===== src/rtl/p2ca_pkg.sv =====
// constants and types for the second-pin converter assignment block
`default_nettype none
package p2ca_pkg;
	// ****************************************
	// bus and register map
	// ****************************************
	localparam int ADDR_W = 8;
	localparam int DATA_W = 32;
	localparam logic [7:0] ASSIGN_ADDR = 8'h48;
	localparam logic [7:0] KEEPON_ADDR = 8'h60;
	localparam logic [7:0] FET_OP_ADDR = 8'h64;
	localparam logic [7:0] FET_SR_ADDR = 8'h68;
	localparam logic [7:0] CORE1_OP_ADDR = 8'h6C;
	localparam logic [7:0] CORE1_SR_ADDR = 8'h70;
	localparam logic [7:0] CORE2_OP_ADDR = 8'h74;
	localparam logic [7:0] CORE2_SR_ADDR = 8'h78;
	localparam logic [7:0] STATUS_ADDR = 8'h7C;

	// ****************************************
	// field layout and reset values
	// ****************************************
	localparam int IO_BIT = 0;
	localparam int CORE1_BIT = 1;
	localparam int CORE2_BIT = 2;
	localparam int FET_BIT = 3;
	localparam int SPARE_BIT = 4;
	localparam logic [7:0] ASSIGN_RW_MASK = 8'h1F;
	localparam logic [7:0] ASSIGN_RESET = 8'h00;
	localparam logic [3:0] KEEPON_RESET = 4'h0;
	localparam logic [7:0] VOLT_RESET = 8'h00;
	localparam logic [7:0] VOLT_OFF = 8'h00;
	localparam int STATUS_SR_BIT = 8;

	// ****************************************
	// converter request and result
	// ****************************************
	typedef enum logic [1:0] {
		p2ca_off = 2'b00,
		p2ca_on = 2'b01,
		p2ca_lowpower = 2'b10
	} p2ca_mode_t;

	typedef struct packed {
		p2ca_mode_t mode;
		logic [7:0] volt;
	} p2ca_conv_t;

	localparam p2ca_conv_t CONV_RESET = '{mode: p2ca_off, volt: 8'h00};
endpackage
`default_nettype wire


===== src/rtl/p2ca_top.sv =====
// second enable pin converter assignment register with apb access
//
// Summary of operation
// [RL1] Any of assignment bits 3:0 set turns off the voltage-scaling serial interface on the shared pins.
// [RL2] A converter with a clear assignment bit follows only its register and device-state request.
// [RL3] A converter with a set bit takes state from the pin, qualified by keep-on; all but the io converter take voltage from it too.
// [RL4] Bit 3 set: fet controller uses operating voltage when pin high, sleep voltage when low.
// [RL5] Bit 3 set, pin low, fet keep-on set: low-power unless the sleep voltage selects off.
// [RL6] Bit 2 set: second core converter uses operating voltage pin high, sleep voltage pin low.
// [RL7] Bit 1 set: first core converter uses operating voltage pin high, sleep voltage pin low.
// [RL8] A core converter on the pin, pin low and keep-on set, runs low-power unless sleep is off.
// [RL9] Bit 0 set: io converter on with pin high, otherwise off or low-power with keep-on set.
// [RL10] Bits 7:5 read zero and ignore writes; bit 4 stores its value and steers nothing.
`default_nettype none
module p2ca_top (
	input wire logic pclk,
	input wire logic presetn,
	input wire logic psel,
	input wire logic penable,
	input wire logic pwrite,
	input wire logic [7:0] paddr,
	input wire logic [31:0] pwdata,
	input wire logic [3:0] pstrb,
	output logic [31:0] prdata,
	output logic pready,
	output logic pslverr,
	input wire logic second_enable_input,
	input wire p2ca_pkg::p2ca_conv_t io_reg_req,
	input wire p2ca_pkg::p2ca_conv_t core1_reg_req,
	input wire p2ca_pkg::p2ca_conv_t core2_reg_req,
	input wire p2ca_pkg::p2ca_conv_t fet_reg_req,
	output p2ca_pkg::p2ca_conv_t io_conv,
	output p2ca_pkg::p2ca_conv_t core1_conv,
	output p2ca_pkg::p2ca_conv_t core2_conv,
	output p2ca_pkg::p2ca_conv_t fet_conv,
	output logic sr_if_enable
);
	// ****************************************
	// register state
	// ****************************************
	logic [7:0] second_pin_converter_assign;
	logic [3:0] sleep_keepon_converter_mask;
	logic [7:0] fet_ctrl_operating_voltage;
	logic [7:0] fet_ctrl_sleep_voltage;
	logic [7:0] core1_operating_voltage;
	logic [7:0] core1_sleep_voltage;
	logic [7:0] core2_operating_voltage;
	logic [7:0] core2_sleep_voltage;
	logic [7:0] next_assign;
	logic [3:0] next_keepon;
	logic [7:0] next_fet_op;
	logic [7:0] next_fet_sr;
	logic [7:0] next_core1_op;
	logic [7:0] next_core1_sr;
	logic [7:0] next_core2_op;
	logic [7:0] next_core2_sr;
	logic [31:0] next_prdata;
	logic next_pready;
	logic next_pslverr;
	logic [31:0] rd_word;
	logic addr_hit;
	logic wr_take;
	logic fet_ctrl_sleep_keepon;

	assign fet_ctrl_sleep_keepon = sleep_keepon_converter_mask[p2ca_pkg::FET_BIT]; // RL5

	// ****************************************
	// apb decode
	// ****************************************
	always_comb begin
		addr_hit = 1'b1;
		rd_word = 32'h0000_0000;
		unique case (paddr)
			p2ca_pkg::ASSIGN_ADDR: rd_word[7:0] = second_pin_converter_assign; // RL10
			p2ca_pkg::KEEPON_ADDR: rd_word[3:0] = sleep_keepon_converter_mask;
			p2ca_pkg::FET_OP_ADDR: rd_word[7:0] = fet_ctrl_operating_voltage;
			p2ca_pkg::FET_SR_ADDR: rd_word[7:0] = fet_ctrl_sleep_voltage;
			p2ca_pkg::CORE1_OP_ADDR: rd_word[7:0] = core1_operating_voltage;
			p2ca_pkg::CORE1_SR_ADDR: rd_word[7:0] = core1_sleep_voltage;
			p2ca_pkg::CORE2_OP_ADDR: rd_word[7:0] = core2_operating_voltage;
			p2ca_pkg::CORE2_SR_ADDR: rd_word[7:0] = core2_sleep_voltage;
			p2ca_pkg::STATUS_ADDR: rd_word[8:0] = {sr_if_enable, fet_conv.mode,
				core2_conv.mode, core1_conv.mode, io_conv.mode};
			default: addr_hit = 1'b0;
		endcase
	end

	// only byte lane 0 carries writable register bits, so only its strobe counts
	assign wr_take = psel & penable & pready & pwrite & pstrb[0];

	always_comb begin
		next_assign = second_pin_converter_assign;
		next_keepon = sleep_keepon_converter_mask;
		next_fet_op = fet_ctrl_operating_voltage;
		next_fet_sr = fet_ctrl_sleep_voltage;
		next_core1_op = core1_operating_voltage;
		next_core1_sr = core1_sleep_voltage;
		next_core2_op = core2_operating_voltage;
		next_core2_sr = core2_sleep_voltage;
		// one wait-free access cycle: pready rises the cycle after setup
		next_pready = psel & ~penable;
		next_pslverr = psel & ~penable & ~addr_hit;
		next_prdata = prdata;
		if (psel && !penable && !pwrite)
			next_prdata = rd_word;
		if (wr_take) begin
			unique case (paddr)
				p2ca_pkg::ASSIGN_ADDR: next_assign = pwdata[7:0] & p2ca_pkg::ASSIGN_RW_MASK; // RL10
				p2ca_pkg::KEEPON_ADDR: next_keepon = pwdata[3:0];
				p2ca_pkg::FET_OP_ADDR: next_fet_op = pwdata[7:0];
				p2ca_pkg::FET_SR_ADDR: next_fet_sr = pwdata[7:0];
				p2ca_pkg::CORE1_OP_ADDR: next_core1_op = pwdata[7:0];
				p2ca_pkg::CORE1_SR_ADDR: next_core1_sr = pwdata[7:0];
				p2ca_pkg::CORE2_OP_ADDR: next_core2_op = pwdata[7:0];
				p2ca_pkg::CORE2_SR_ADDR: next_core2_sr = pwdata[7:0];
				default: next_assign = second_pin_converter_assign;
			endcase
		end
	end

	always_ff @(posedge pclk or negedge presetn) begin
		if (!presetn) begin
			second_pin_converter_assign <= p2ca_pkg::ASSIGN_RESET;
			sleep_keepon_converter_mask <= p2ca_pkg::KEEPON_RESET;
			fet_ctrl_operating_voltage <= p2ca_pkg::VOLT_RESET;
			fet_ctrl_sleep_voltage <= p2ca_pkg::VOLT_RESET;
			core1_operating_voltage <= p2ca_pkg::VOLT_RESET;
			core1_sleep_voltage <= p2ca_pkg::VOLT_RESET;
			core2_operating_voltage <= p2ca_pkg::VOLT_RESET;
			core2_sleep_voltage <= p2ca_pkg::VOLT_RESET;
			prdata <= 32'h0000_0000;
			pready <= 1'b0;
			pslverr <= 1'b0;
		end else begin
			second_pin_converter_assign <= next_assign;
			sleep_keepon_converter_mask <= next_keepon;
			fet_ctrl_operating_voltage <= next_fet_op;
			fet_ctrl_sleep_voltage <= next_fet_sr;
			core1_operating_voltage <= next_core1_op;
			core1_sleep_voltage <= next_core1_sr;
			core2_operating_voltage <= next_core2_op;
			core2_sleep_voltage <= next_core2_sr;
			prdata <= next_prdata;
			pready <= next_pready;
			pslverr <= next_pslverr;
		end
	end

	// ****************************************
	// converter selection
	// ****************************************
	p2ca_pkg::p2ca_conv_t next_io;
	p2ca_pkg::p2ca_conv_t next_core1;
	p2ca_pkg::p2ca_conv_t next_core2;
	p2ca_pkg::p2ca_conv_t next_fet;
	logic next_sr_en;

	p2ca_conv_sel #(.HAS_VSEL(1'b0)) u_io_sel ( // RL9
		.follow(second_pin_converter_assign[p2ca_pkg::IO_BIT]),
		.pin(second_enable_input),
		.keepon(sleep_keepon_converter_mask[p2ca_pkg::IO_BIT]),
		.op_v(p2ca_pkg::VOLT_OFF),
		.sr_v(p2ca_pkg::VOLT_OFF),
		.reg_req(io_reg_req),
		.result(next_io)
	);

	p2ca_conv_sel #(.HAS_VSEL(1'b1)) u_core1_sel ( // RL7
		.follow(second_pin_converter_assign[p2ca_pkg::CORE1_BIT]),
		.pin(second_enable_input),
		.keepon(sleep_keepon_converter_mask[p2ca_pkg::CORE1_BIT]),
		.op_v(core1_operating_voltage),
		.sr_v(core1_sleep_voltage),
		.reg_req(core1_reg_req),
		.result(next_core1)
	);

	p2ca_conv_sel #(.HAS_VSEL(1'b1)) u_core2_sel ( // RL6
		.follow(second_pin_converter_assign[p2ca_pkg::CORE2_BIT]),
		.pin(second_enable_input),
		.keepon(sleep_keepon_converter_mask[p2ca_pkg::CORE2_BIT]),
		.op_v(core2_operating_voltage),
		.sr_v(core2_sleep_voltage),
		.reg_req(core2_reg_req),
		.result(next_core2)
	);

	p2ca_conv_sel #(.HAS_VSEL(1'b1)) u_fet_sel ( // RL4
		.follow(second_pin_converter_assign[p2ca_pkg::FET_BIT]),
		.pin(second_enable_input),
		.keepon(fet_ctrl_sleep_keepon),
		.op_v(fet_ctrl_operating_voltage),
		.sr_v(fet_ctrl_sleep_voltage),
		.reg_req(fet_reg_req),
		.result(next_fet)
	);

	// spare bit is kept out on purpose so it cannot block the serial interface
	assign next_sr_en = ~|second_pin_converter_assign[p2ca_pkg::FET_BIT:p2ca_pkg::IO_BIT]; // RL1

	always_ff @(posedge pclk or negedge presetn) begin
		if (!presetn) begin
			io_conv <= p2ca_pkg::CONV_RESET;
			core1_conv <= p2ca_pkg::CONV_RESET;
			core2_conv <= p2ca_pkg::CONV_RESET;
			fet_conv <= p2ca_pkg::CONV_RESET;
			sr_if_enable <= 1'b1;
		end else begin
			io_conv <= next_io;
			core1_conv <= next_core1;
			core2_conv <= next_core2;
			fet_conv <= next_fet;
			sr_if_enable <= next_sr_en;
		end
	end

	// ****************************************
	// checks
	// ****************************************
	logic [7:0] asg;
	assign asg = second_pin_converter_assign;
endmodule
`default_nettype wire


===== src/rtl/p2ca_conv_sel.sv =====
// per-converter source selection between register path and pin path
`default_nettype none
module p2ca_conv_sel #(
	parameter bit HAS_VSEL = 1'b1
) (
	input wire logic follow,
	input wire logic pin,
	input wire logic keepon,
	input wire logic [7:0] op_v,
	input wire logic [7:0] sr_v,
	input wire p2ca_pkg::p2ca_conv_t reg_req,
	output p2ca_pkg::p2ca_conv_t result
);
	always_comb begin
		result = reg_req; // RL2
		if (follow) begin // RL3
			if (!HAS_VSEL) begin
				// io converter: no voltage pair, on/off/low-power only
				result.volt = reg_req.volt;
				if (pin)
					result.mode = p2ca_pkg::p2ca_on;
				else if (keepon)
					result.mode = p2ca_pkg::p2ca_lowpower;
				else
					result.mode = p2ca_pkg::p2ca_off;
			end else if (pin) begin
				result.volt = op_v;
				result.mode = (op_v == p2ca_pkg::VOLT_OFF) ? p2ca_pkg::p2ca_off :
					p2ca_pkg::p2ca_on;
			end else begin
				result.volt = sr_v;
				if (sr_v == p2ca_pkg::VOLT_OFF)
					result.mode = p2ca_pkg::p2ca_off;
				else if (keepon) // RL5 RL8
					result.mode = p2ca_pkg::p2ca_lowpower;
				else
					result.mode = p2ca_pkg::p2ca_on;
			end
		end
	end
endmodule
`default_nettype wire


===== config.mk =====
export PLATFORM = sky130hd
export DESIGN_NAME = p2ca_top
export DESIGN_NICKNAME = d
export VERILOG_FILES = /design/src/rtl/p2ca_pkg.sv /design/src/rtl/p2ca_top.sv /design/src/rtl/p2ca_conv_sel.sv
export SDC_FILE = /design/constraint.sdc
export NUM_CORES = 1
export LEC_CHECK = 0
export ABC_AREA = 1
export BUFFER_PORTS_ARGS = -buffer_cell sky130_fd_sc_hd__buf_2
export CORE_MARGIN = 5
export CORE_UTILIZATION = 24
export DETAILED_ROUTE_END_ITERATION = 8
export PLACE_DENSITY = 0.42
export SLEW_MARGIN = 20
export SYNTH_ARGS = -nofsm -noshare
export SYNTH_HDL_FRONTEND = slang
export SYNTH_SLANG_ARGS = --single-unit

===== constraint.sdc =====
create_clock -name pclk -period 2.8 [get_ports pclk]
set_input_delay 0.14 -clock pclk [delete_from_list [all_inputs] [get_ports pclk]]
set_output_delay 0.14 -clock pclk [all_outputs]
set_load 0.02 [all_outputs]

==> results.sh, run 1 <==
export IMPL_status="completed"
export IMPL_cts_setup_buffers=0
export IMPL_hold_ws_ps=16.1
export IMPL_wirelength_um=18000
export IMPL_fmax_mhz=697
export IMPL_rsz0062_at_grt="false"
export IMPL_antenna_diode_count=0
export IMPL_fin_ws_ps=1360
export IMPL_post_route_min_period_ps=1440
export IMPL_insertion_delay_ps=360
export IMPL_grt_max_degree=51
export IMPL_antenna_left=0
export IMPL_initial_core_util_pct=24.2
export IMPL_setup_tns_ps=0
export IMPL_slowest_stage="dfrtp_1"
export IMPL_finalSetupViolCount=0
export IMPL_synth_edff_count=0
export IMPL_clock_sinks=109
export IMPL_track_usage_pct=14.1
export IMPL_avgSynthCellArea_um2=8.27
export IMPL_crit_fanout=8
export IMPL_drtPass1Iterations=5
export IMPL_max_slew_worst_pin_slew_ps=716
export IMPL_coreArea_um2=22400
export IMPL_clk_pin_slew_ps=90
export IMPL_criticalPathCategory="reg2reg"
export IMPL_ys_types=36
export IMPL_clockRootBuffer="clkbuf_16"
export IMPL_cts_buffer_depth=2
export IMPL_worstPathRequired_ps=3030
export IMPL_p_leak_nw=3.35
export IMPL_crit_path_start_kind="flop"
export IMPL_critPathCaptureType="flop"
export IMPL_syn2layout_area_growth_pct=23.8
export IMPL_powerDensity_nw_per_um2=487
export IMPL_io_buffer_count=114
export IMPL_async_flop_share_pct=100
export IMPL_overflow=0
export IMPL_grt_pass1_wl_um=27900
export IMPL_arrival_ps=1660
export IMPL_synth_cells=655
export IMPL_die_x_um=160
export IMPL_skew_ps=11.1
export IMPL_critPathMaxStageDelay_ps=350
export IMPL_nFillCells=2485
export IMPL_min_path_type="in2reg"
export IMPL_post_route_period_util_pct=51.3
export IMPL_cp_common_cell="nand2_1"
export IMPL_ys_seq_area_share_pct=50.4
export IMPL_numCtsBuffers=9
export IMPL_slew_headroom_pct=52.2
export IMPL_rows=55
export IMPL_cts_tree="done"
export IMPL_cts_htree_levels=3
export IMPL_final_cell_mix="153 x nand2_1, 113 x buf_2, 108 x dfrtp_1, 72 x o21ai_0, 63 x nor2_1"
export IMPL_crit_chain="nand3_1 > nor2_8 > nand2_1 > nand2_1 > o21ai_0"
export IMPL_grt_pass1_vias=4678
export IMPL_place_hpwl_um=13200
export IMPL_yosys_warnings=0
export IMPL_gp_congestion=0.806
export IMPL_layout_commonest_cell="nand2_1"
export IMPL_wl_per_cell_um=16.8
export IMPL_netlist_area_um2=5420
export IMPL_die_h_um=160
export IMPL_fin_nets=876
export IMPL_vias=4685
export IMPL_vdd_drop_max_mv=0.269
export IMPL_synth_main_ff_cell="dfrtp_1"
export IMPL_io_pins=165
export IMPL_drt_iter0_markers=275
export IMPL_synth_seq_cells=109
export IMPL_drv_slew=0
export IMPL_routed_via_density=4.35
export IMPL_drcViolationCount=0
export IMPL_cts_resized=0
export IMPL_drive_above_1_share_pct=22.8
export IMPL_antenna_found_initial=1
export IMPL_place_ws_ps=1070
export IMPL_dieArea_um2=25700
export IMPL_finalHoldViolCount=0
export IMPL_drv_cap=0
final timing paths:
path	end	slack [ps]	startpoint	cells after the start
worst max-delay path	sleep_keepon_converter_mask[2]$_DFFE_PN0P_	1360	pready$_DFF_PN0_	5
worst min-delay path	core1_conv[6]$_DFF_PN0_	20	core1_reg_req[6]	3
worst max register to register	sleep_keepon_converter_mask[2]$_DFFE_PN0P_	1360	pready$_DFF_PN0_	5
worst min register to register	prdata[2]$_DFFE_PN0P_	480	prdata[2]$_DFFE_PN0P_	2
max in group asynchronous	fet_ctrl_operating_voltage[2]$_DFFE_PN0P_	1760	presetn	3
min in group asynchronous	core1_conv[7]$_DFF_PN0_	330	presetn	2
per-stage QoR:
step / cells / instance area, um^2 / util [%] / power, W
6_report: 1076 / 6710 / 29.9 / 0.00326
5_1_grt: 1076 / 6710 / 29.9 / 0.00341
4_1_cts: 1076 / 6710 / 29.9 / 0.00333
3_5_place_dp: 1033 / 6140 / 27.4 / 0.00197
3_3_place_gp: 1033 / 6140 / 27.4 / 0.00197
2_1_floorplan: 677 / 5500 / - / 0.00183
logic make-up (layout without fill, tap and decap cells):
kind of cell / after synthesis / in the layout / share of synthesized area [%]
AOI/OAI and AO/OA: 123 / 123 / 13.0
DFF: 109 / 109 / 50.4
buffers and inverters: 115 / 229 / 10.9
and+or+nand+nor: 307 / 307 / 25.7
other: 1 / 23 / 0.0692
final cells by class:
cell class                      count  area [um^2]  area share [%]
Multi-Input combinational cell    453         2180            32.5
Inverter                           67          251            3.75
Tap cell                          285          357            5.32
Clock buffer                        9          225            3.36
Sequential cell                   109         2730            40.7
Clock inverter                      7         70.1            1.04
Timing Repair Buffer              146          893            13.3
critical path: cells and delay by family (launching register included):
family	cells	cell delay, ps
flip-flops	1	350
AO/OA/AOI/OAI	1	80
AND/OR/NAND/NOR	4	870
routing by layer:
| metal | part of all wire (%) | vias up | global-route usage (%) | wire length (um) |
|---|---|---|---|---|
| li1 | - | 2339 | - | - |
| met1 | 47 | 2198 | 19.3 | 8400 |
| met2 | 47 | 131 | 22.8 | 8480 |
| met3 | 5.0 | 17 | 3.05 | 909 |
| met4 | 1.4 | 0 | 3.52 | 250 |
| met5 | 0 | - | 0 | 0 |
what timing repair did:
action / 4_1_cts / 5_1_grt
endpoints found under the hold margin: 68 / 0
hold buffers: 27 / 0
setup endpoints to repair: 0 / 0
sequential cells by signal (all words and copies together) (netlist names):
signal / count
core2_operating_voltage: 8
pready: 1
fet_ctrl_operating_voltage: 8
core1_operating_voltage: 8
core2_conv: 10
prdata: 9
asg: 5
fet_conv: 10
core2_sleep_voltage: 8
io_conv: 10
sr_if_enable: 1
pslverr: 1
core1_conv: 10
core1_sleep_voltage: 8
sleep_keepon_converter_mask: 4
fet_ctrl_sleep_voltage: 8
report_power, final:
part	leakage, nW	internal (W)	switching, W
sequential	1.42	0.00161	0.0000150
combinational	1.78	0.000111	0.000228
clock	0.141	0.000629	0.000675
cells in the mapped netlist, types with 3 or more instances:
| cell | instances | area, um^2 |
|---|---|---|
| o21ai_2 | 16 | 140 |
| nor2_1 | 63 | 236 |
| nand2_1 | 153 | 574 |
| nand2_4 | 4 | 45.0 |
| inv_1 | 62 | 233 |
| buf_4 | 26 | 195 |
| inv_2 | 4 | 15.0 |
| dfrtp_1 | 108 | 2700 |
| o21ai_0 | 72 | 360 |
| buf_6 | 7 | 78.8 |
| nor3_1 | 3 | 15.0 |
| nand3_1 | 50 | 250 |
| nand4_1 | 6 | 37.5 |
| o22ai_1 | 9 | 56.3 |
| clkbuf_1 | 7 | 26.3 |
| nand2_2 | 8 | 50.1 |
| buf_2 | 7 | 35.0 |
| o21ai_1 | 18 | 90.1 |
| nor2_4 | 6 | 67.6 |
| nor4_1 | 4 | 25.0 |
Power figures use the tool's default switching activity.
==> run 2, diff against run 1 <==
--- a/config.mk
+++ b/config.mk
@@ -10,7 +10,7 @@
 export CORE_MARGIN = 5
 export CORE_UTILIZATION = 24
 export DETAILED_ROUTE_END_ITERATION = 8
-export PLACE_DENSITY = 0.42
+export PLACE_DENSITY = 0.44
 export SLEW_MARGIN = 20
 export SYNTH_ARGS = -nofsm -noshare
 export SYNTH_HDL_FRONTEND = slang
==> constraint.sdc (replaced) <==
create_clock -name pclk -period 1.2 [get_ports pclk]
set_input_delay 0.06 -clock pclk [delete_from_list [all_inputs] [get_ports pclk]]
set_output_delay 0.06 -clock pclk [all_outputs]
set_load 0.02 [all_outputs]
==> run 2 against run 1 <==
  * The run now ends with negative setup slack left
  * Non-clock buffer count is 67 higher
  * Total power increased by 140%
  * Fmax up 20%
  * Clock power up 140%
  * Flip-flop and latch count unchanged
  * Worst setup slack got worse by 1400 ps
  * Final cell count is 6.3% higher
  * Die area unchanged
  * Register-to-register slack got worse by 1400 ps
  * Critical path type unchanged
  * Critical endpoint is now core1_operating_voltage[5]$_DFFE_PN0P_
  * Largest cell class unchanged
  * Largest power group unchanged
==> results.sh, run 2 (synthesis gave the netlist of run 1 again) <==
export IMPL_status="finished with violations"
export IMPL_failed_checks="negative setup slack"
export IMPL_drv_cap=0
export IMPL_drv_slew=0
export IMPL_die_h_um=160
export IMPL_total_power_w=0.00783
export IMPL_final_cell_area_um2=7480
export IMPL_critPathCaptureType="flop"
export IMPL_grt_max_degree=35
export IMPL_initial_core_util_pct=24.2
export IMPL_finalHoldViolCount=0
export IMPL_p_leak_nw=3.77
export IMPL_dieArea_um2=25700
export IMPL_worstPathRequired_ps=1430
export IMPL_powerDensity_nw_per_um2=1050
export IMPL_met3_usage_pct=2.97
export IMPL_place_area_um2=6570
export IMPL_post_route_period_util_pct=100
export IMPL_utilization_pct=33.3
export IMPL_io_pins=165
export IMPL_setup_tns_ps=-1.32
export IMPL_use_met1_pct=21.2
export IMPL_vias=4973
export IMPL_die_x_um=160
export IMPL_io_buffer_count=114
export IMPL_place_ws_ps=-173
export IMPL_syn2layout_area_growth_pct=38.0
export IMPL_final_cell_mix="144 x nand2_1, 113 x buf_2, 102 x dfrtp_1, 61 x o21ai_0, 60 x nor2_1"
export IMPL_antenna_found_initial=0
export IMPL_place_hpwl_um=14100
export IMPL_clk_pin_slew_ps=80
export IMPL_drcViolationCount=0
export IMPL_use_met2_pct=22.9
export IMPL_clockRootBuffer="clkbuf_16"
export IMPL_drtPass1Iterations=5
export IMPL_drt_iter0_markers=360
export IMPL_regArea_um2=2740
export IMPL_antenna_left=0
export IMPL_overflow=0
export IMPL_crit_path_start_kind="flop"
export IMPL_numCtsBuffers=9
export IMPL_fmax_mhz=832
export IMPL_cts_buffer_depth=2
export IMPL_vdd_drop_max_mv=0.586
export IMPL_multiInputGateArea_um2=2340
export IMPL_post_route_min_period_ps=1200
export IMPL_gp_congestion=0.825
export IMPL_coreArea_um2=22400
export IMPL_cts_tree="done"
export IMPL_clock_sinks=109
export IMPL_routed_via_density=4.35
export IMPL_fin_ws_ps=-1.32
export IMPL_grt_pass1_vias=4929
export IMPL_grt_pass1_wl_um=29200
export IMPL_arrival_ps=1430
export IMPL_criticalPathCategory="reg2reg"
export IMPL_rsz0062_at_grt="true"
export IMPL_antenna_diode_count=0
export IMPL_nFillCells=2404
export IMPL_skew_ps=6.28
export IMPL_hold_depth=3
export IMPL_r2r_cells=6
export IMPL_fin_nets=945
export IMPL_rows=55
export IMPL_min_path_type="in2reg"
export IMPL_cts_htree_levels=3
export IMPL_wl_per_cell_um=16.7
export IMPL_layout_commonest_cell="nand2_1"
export IMPL_crit_fanout=8
export IMPL_insertion_delay_ps=350
export IMPL_top_usage_layer="met2"
export IMPL_finalSetupViolCount=1
export IMPL_wirelength_um=19100
export IMPL_drive_above_1_share_pct=30.4
export IMPL_track_usage_pct=14.8
==> run 2: final timing paths <==
check | endpoint | from | slack [ps]
min in group asynchronous | core1_conv[7]$_DFF_PN0_ | presetn | 180
hold reg to reg | prdata[3]$_DFFE_PN0P_ | prdata[3]$_DFFE_PN0P_ | 480
setup / recovery | core1_operating_voltage[5]$_DFFE_PN0P_ | pready$_DFF_PN0_ | -1
setup reg to reg | core1_operating_voltage[5]$_DFFE_PN0P_ | pready$_DFF_PN0_ | -1
hold / removal | fet_conv[8]$_DFF_PN0_ | fet_reg_req[8] | 20
max in group asynchronous | core2_conv[5]$_DFF_PN0_ | presetn | 420
==> run 2: power by group <==
part / total (W) / switching, W / leakage, nW / internal, W
Sequential: 0.00378 / 0.0000340 / 1.41 / 0.00375
Combinational: 0.000918 / 0.000568 / 2.20 / 0.000349
Clock: 0.00313 / 0.00140 / 0.149 / 0.00173
==> run 2: per-stage QoR <==
stage | std cells | hold slack [ps]
floorplan | 677 | -236
global placement | 1080 | 31.0
detailed placement | 1080 | 21.0
CTS | 1141 | 5.65
global route | 1144 | 11.1
finish | 1144 | 19.3
==> run 2: critical path, stage by stage (launching register included) <==
cell and delay (ps):
dfrtp_2 380, nand3_4 90, nor2_8 110, buf_12 180, nand3_4 160, nand2_1 90, o21ai_1 60
==> run 2: cell type report <==
class / instances / share of cell area [%]
tap: 285 / 4.77
sequential: 109 / 36.6
inverter: 67 / 3.41
multi-input combinational: 455 / 31.2
clock inverter: 3 / 0.586
clock buffer: 12 / 3.43
timing repair buffer: 213 / 20.0
==> run 2: metal layers <==
layer | vias to the layer above | wire length (um) | part of all wire [%]
met5 | - | 0 | 0
met4 | 0 | 257 | 1.3
met3 | 16 | 871 | 4.6
met2 | 132 | 8670 | 45
met1 | 2347 | 9280 | 49
li1 | 2478 | - | -
==> run 2: what timing repair did <==
action                                  CTS  global route
hold buffers                             41             0
resized for setup                         4            32
gates cloned                              0             2
endpoints found under the hold margin    85             0
endpoints found under the setup margin   59            60
buffers inserted                          5             1
pin swaps                                 3             8
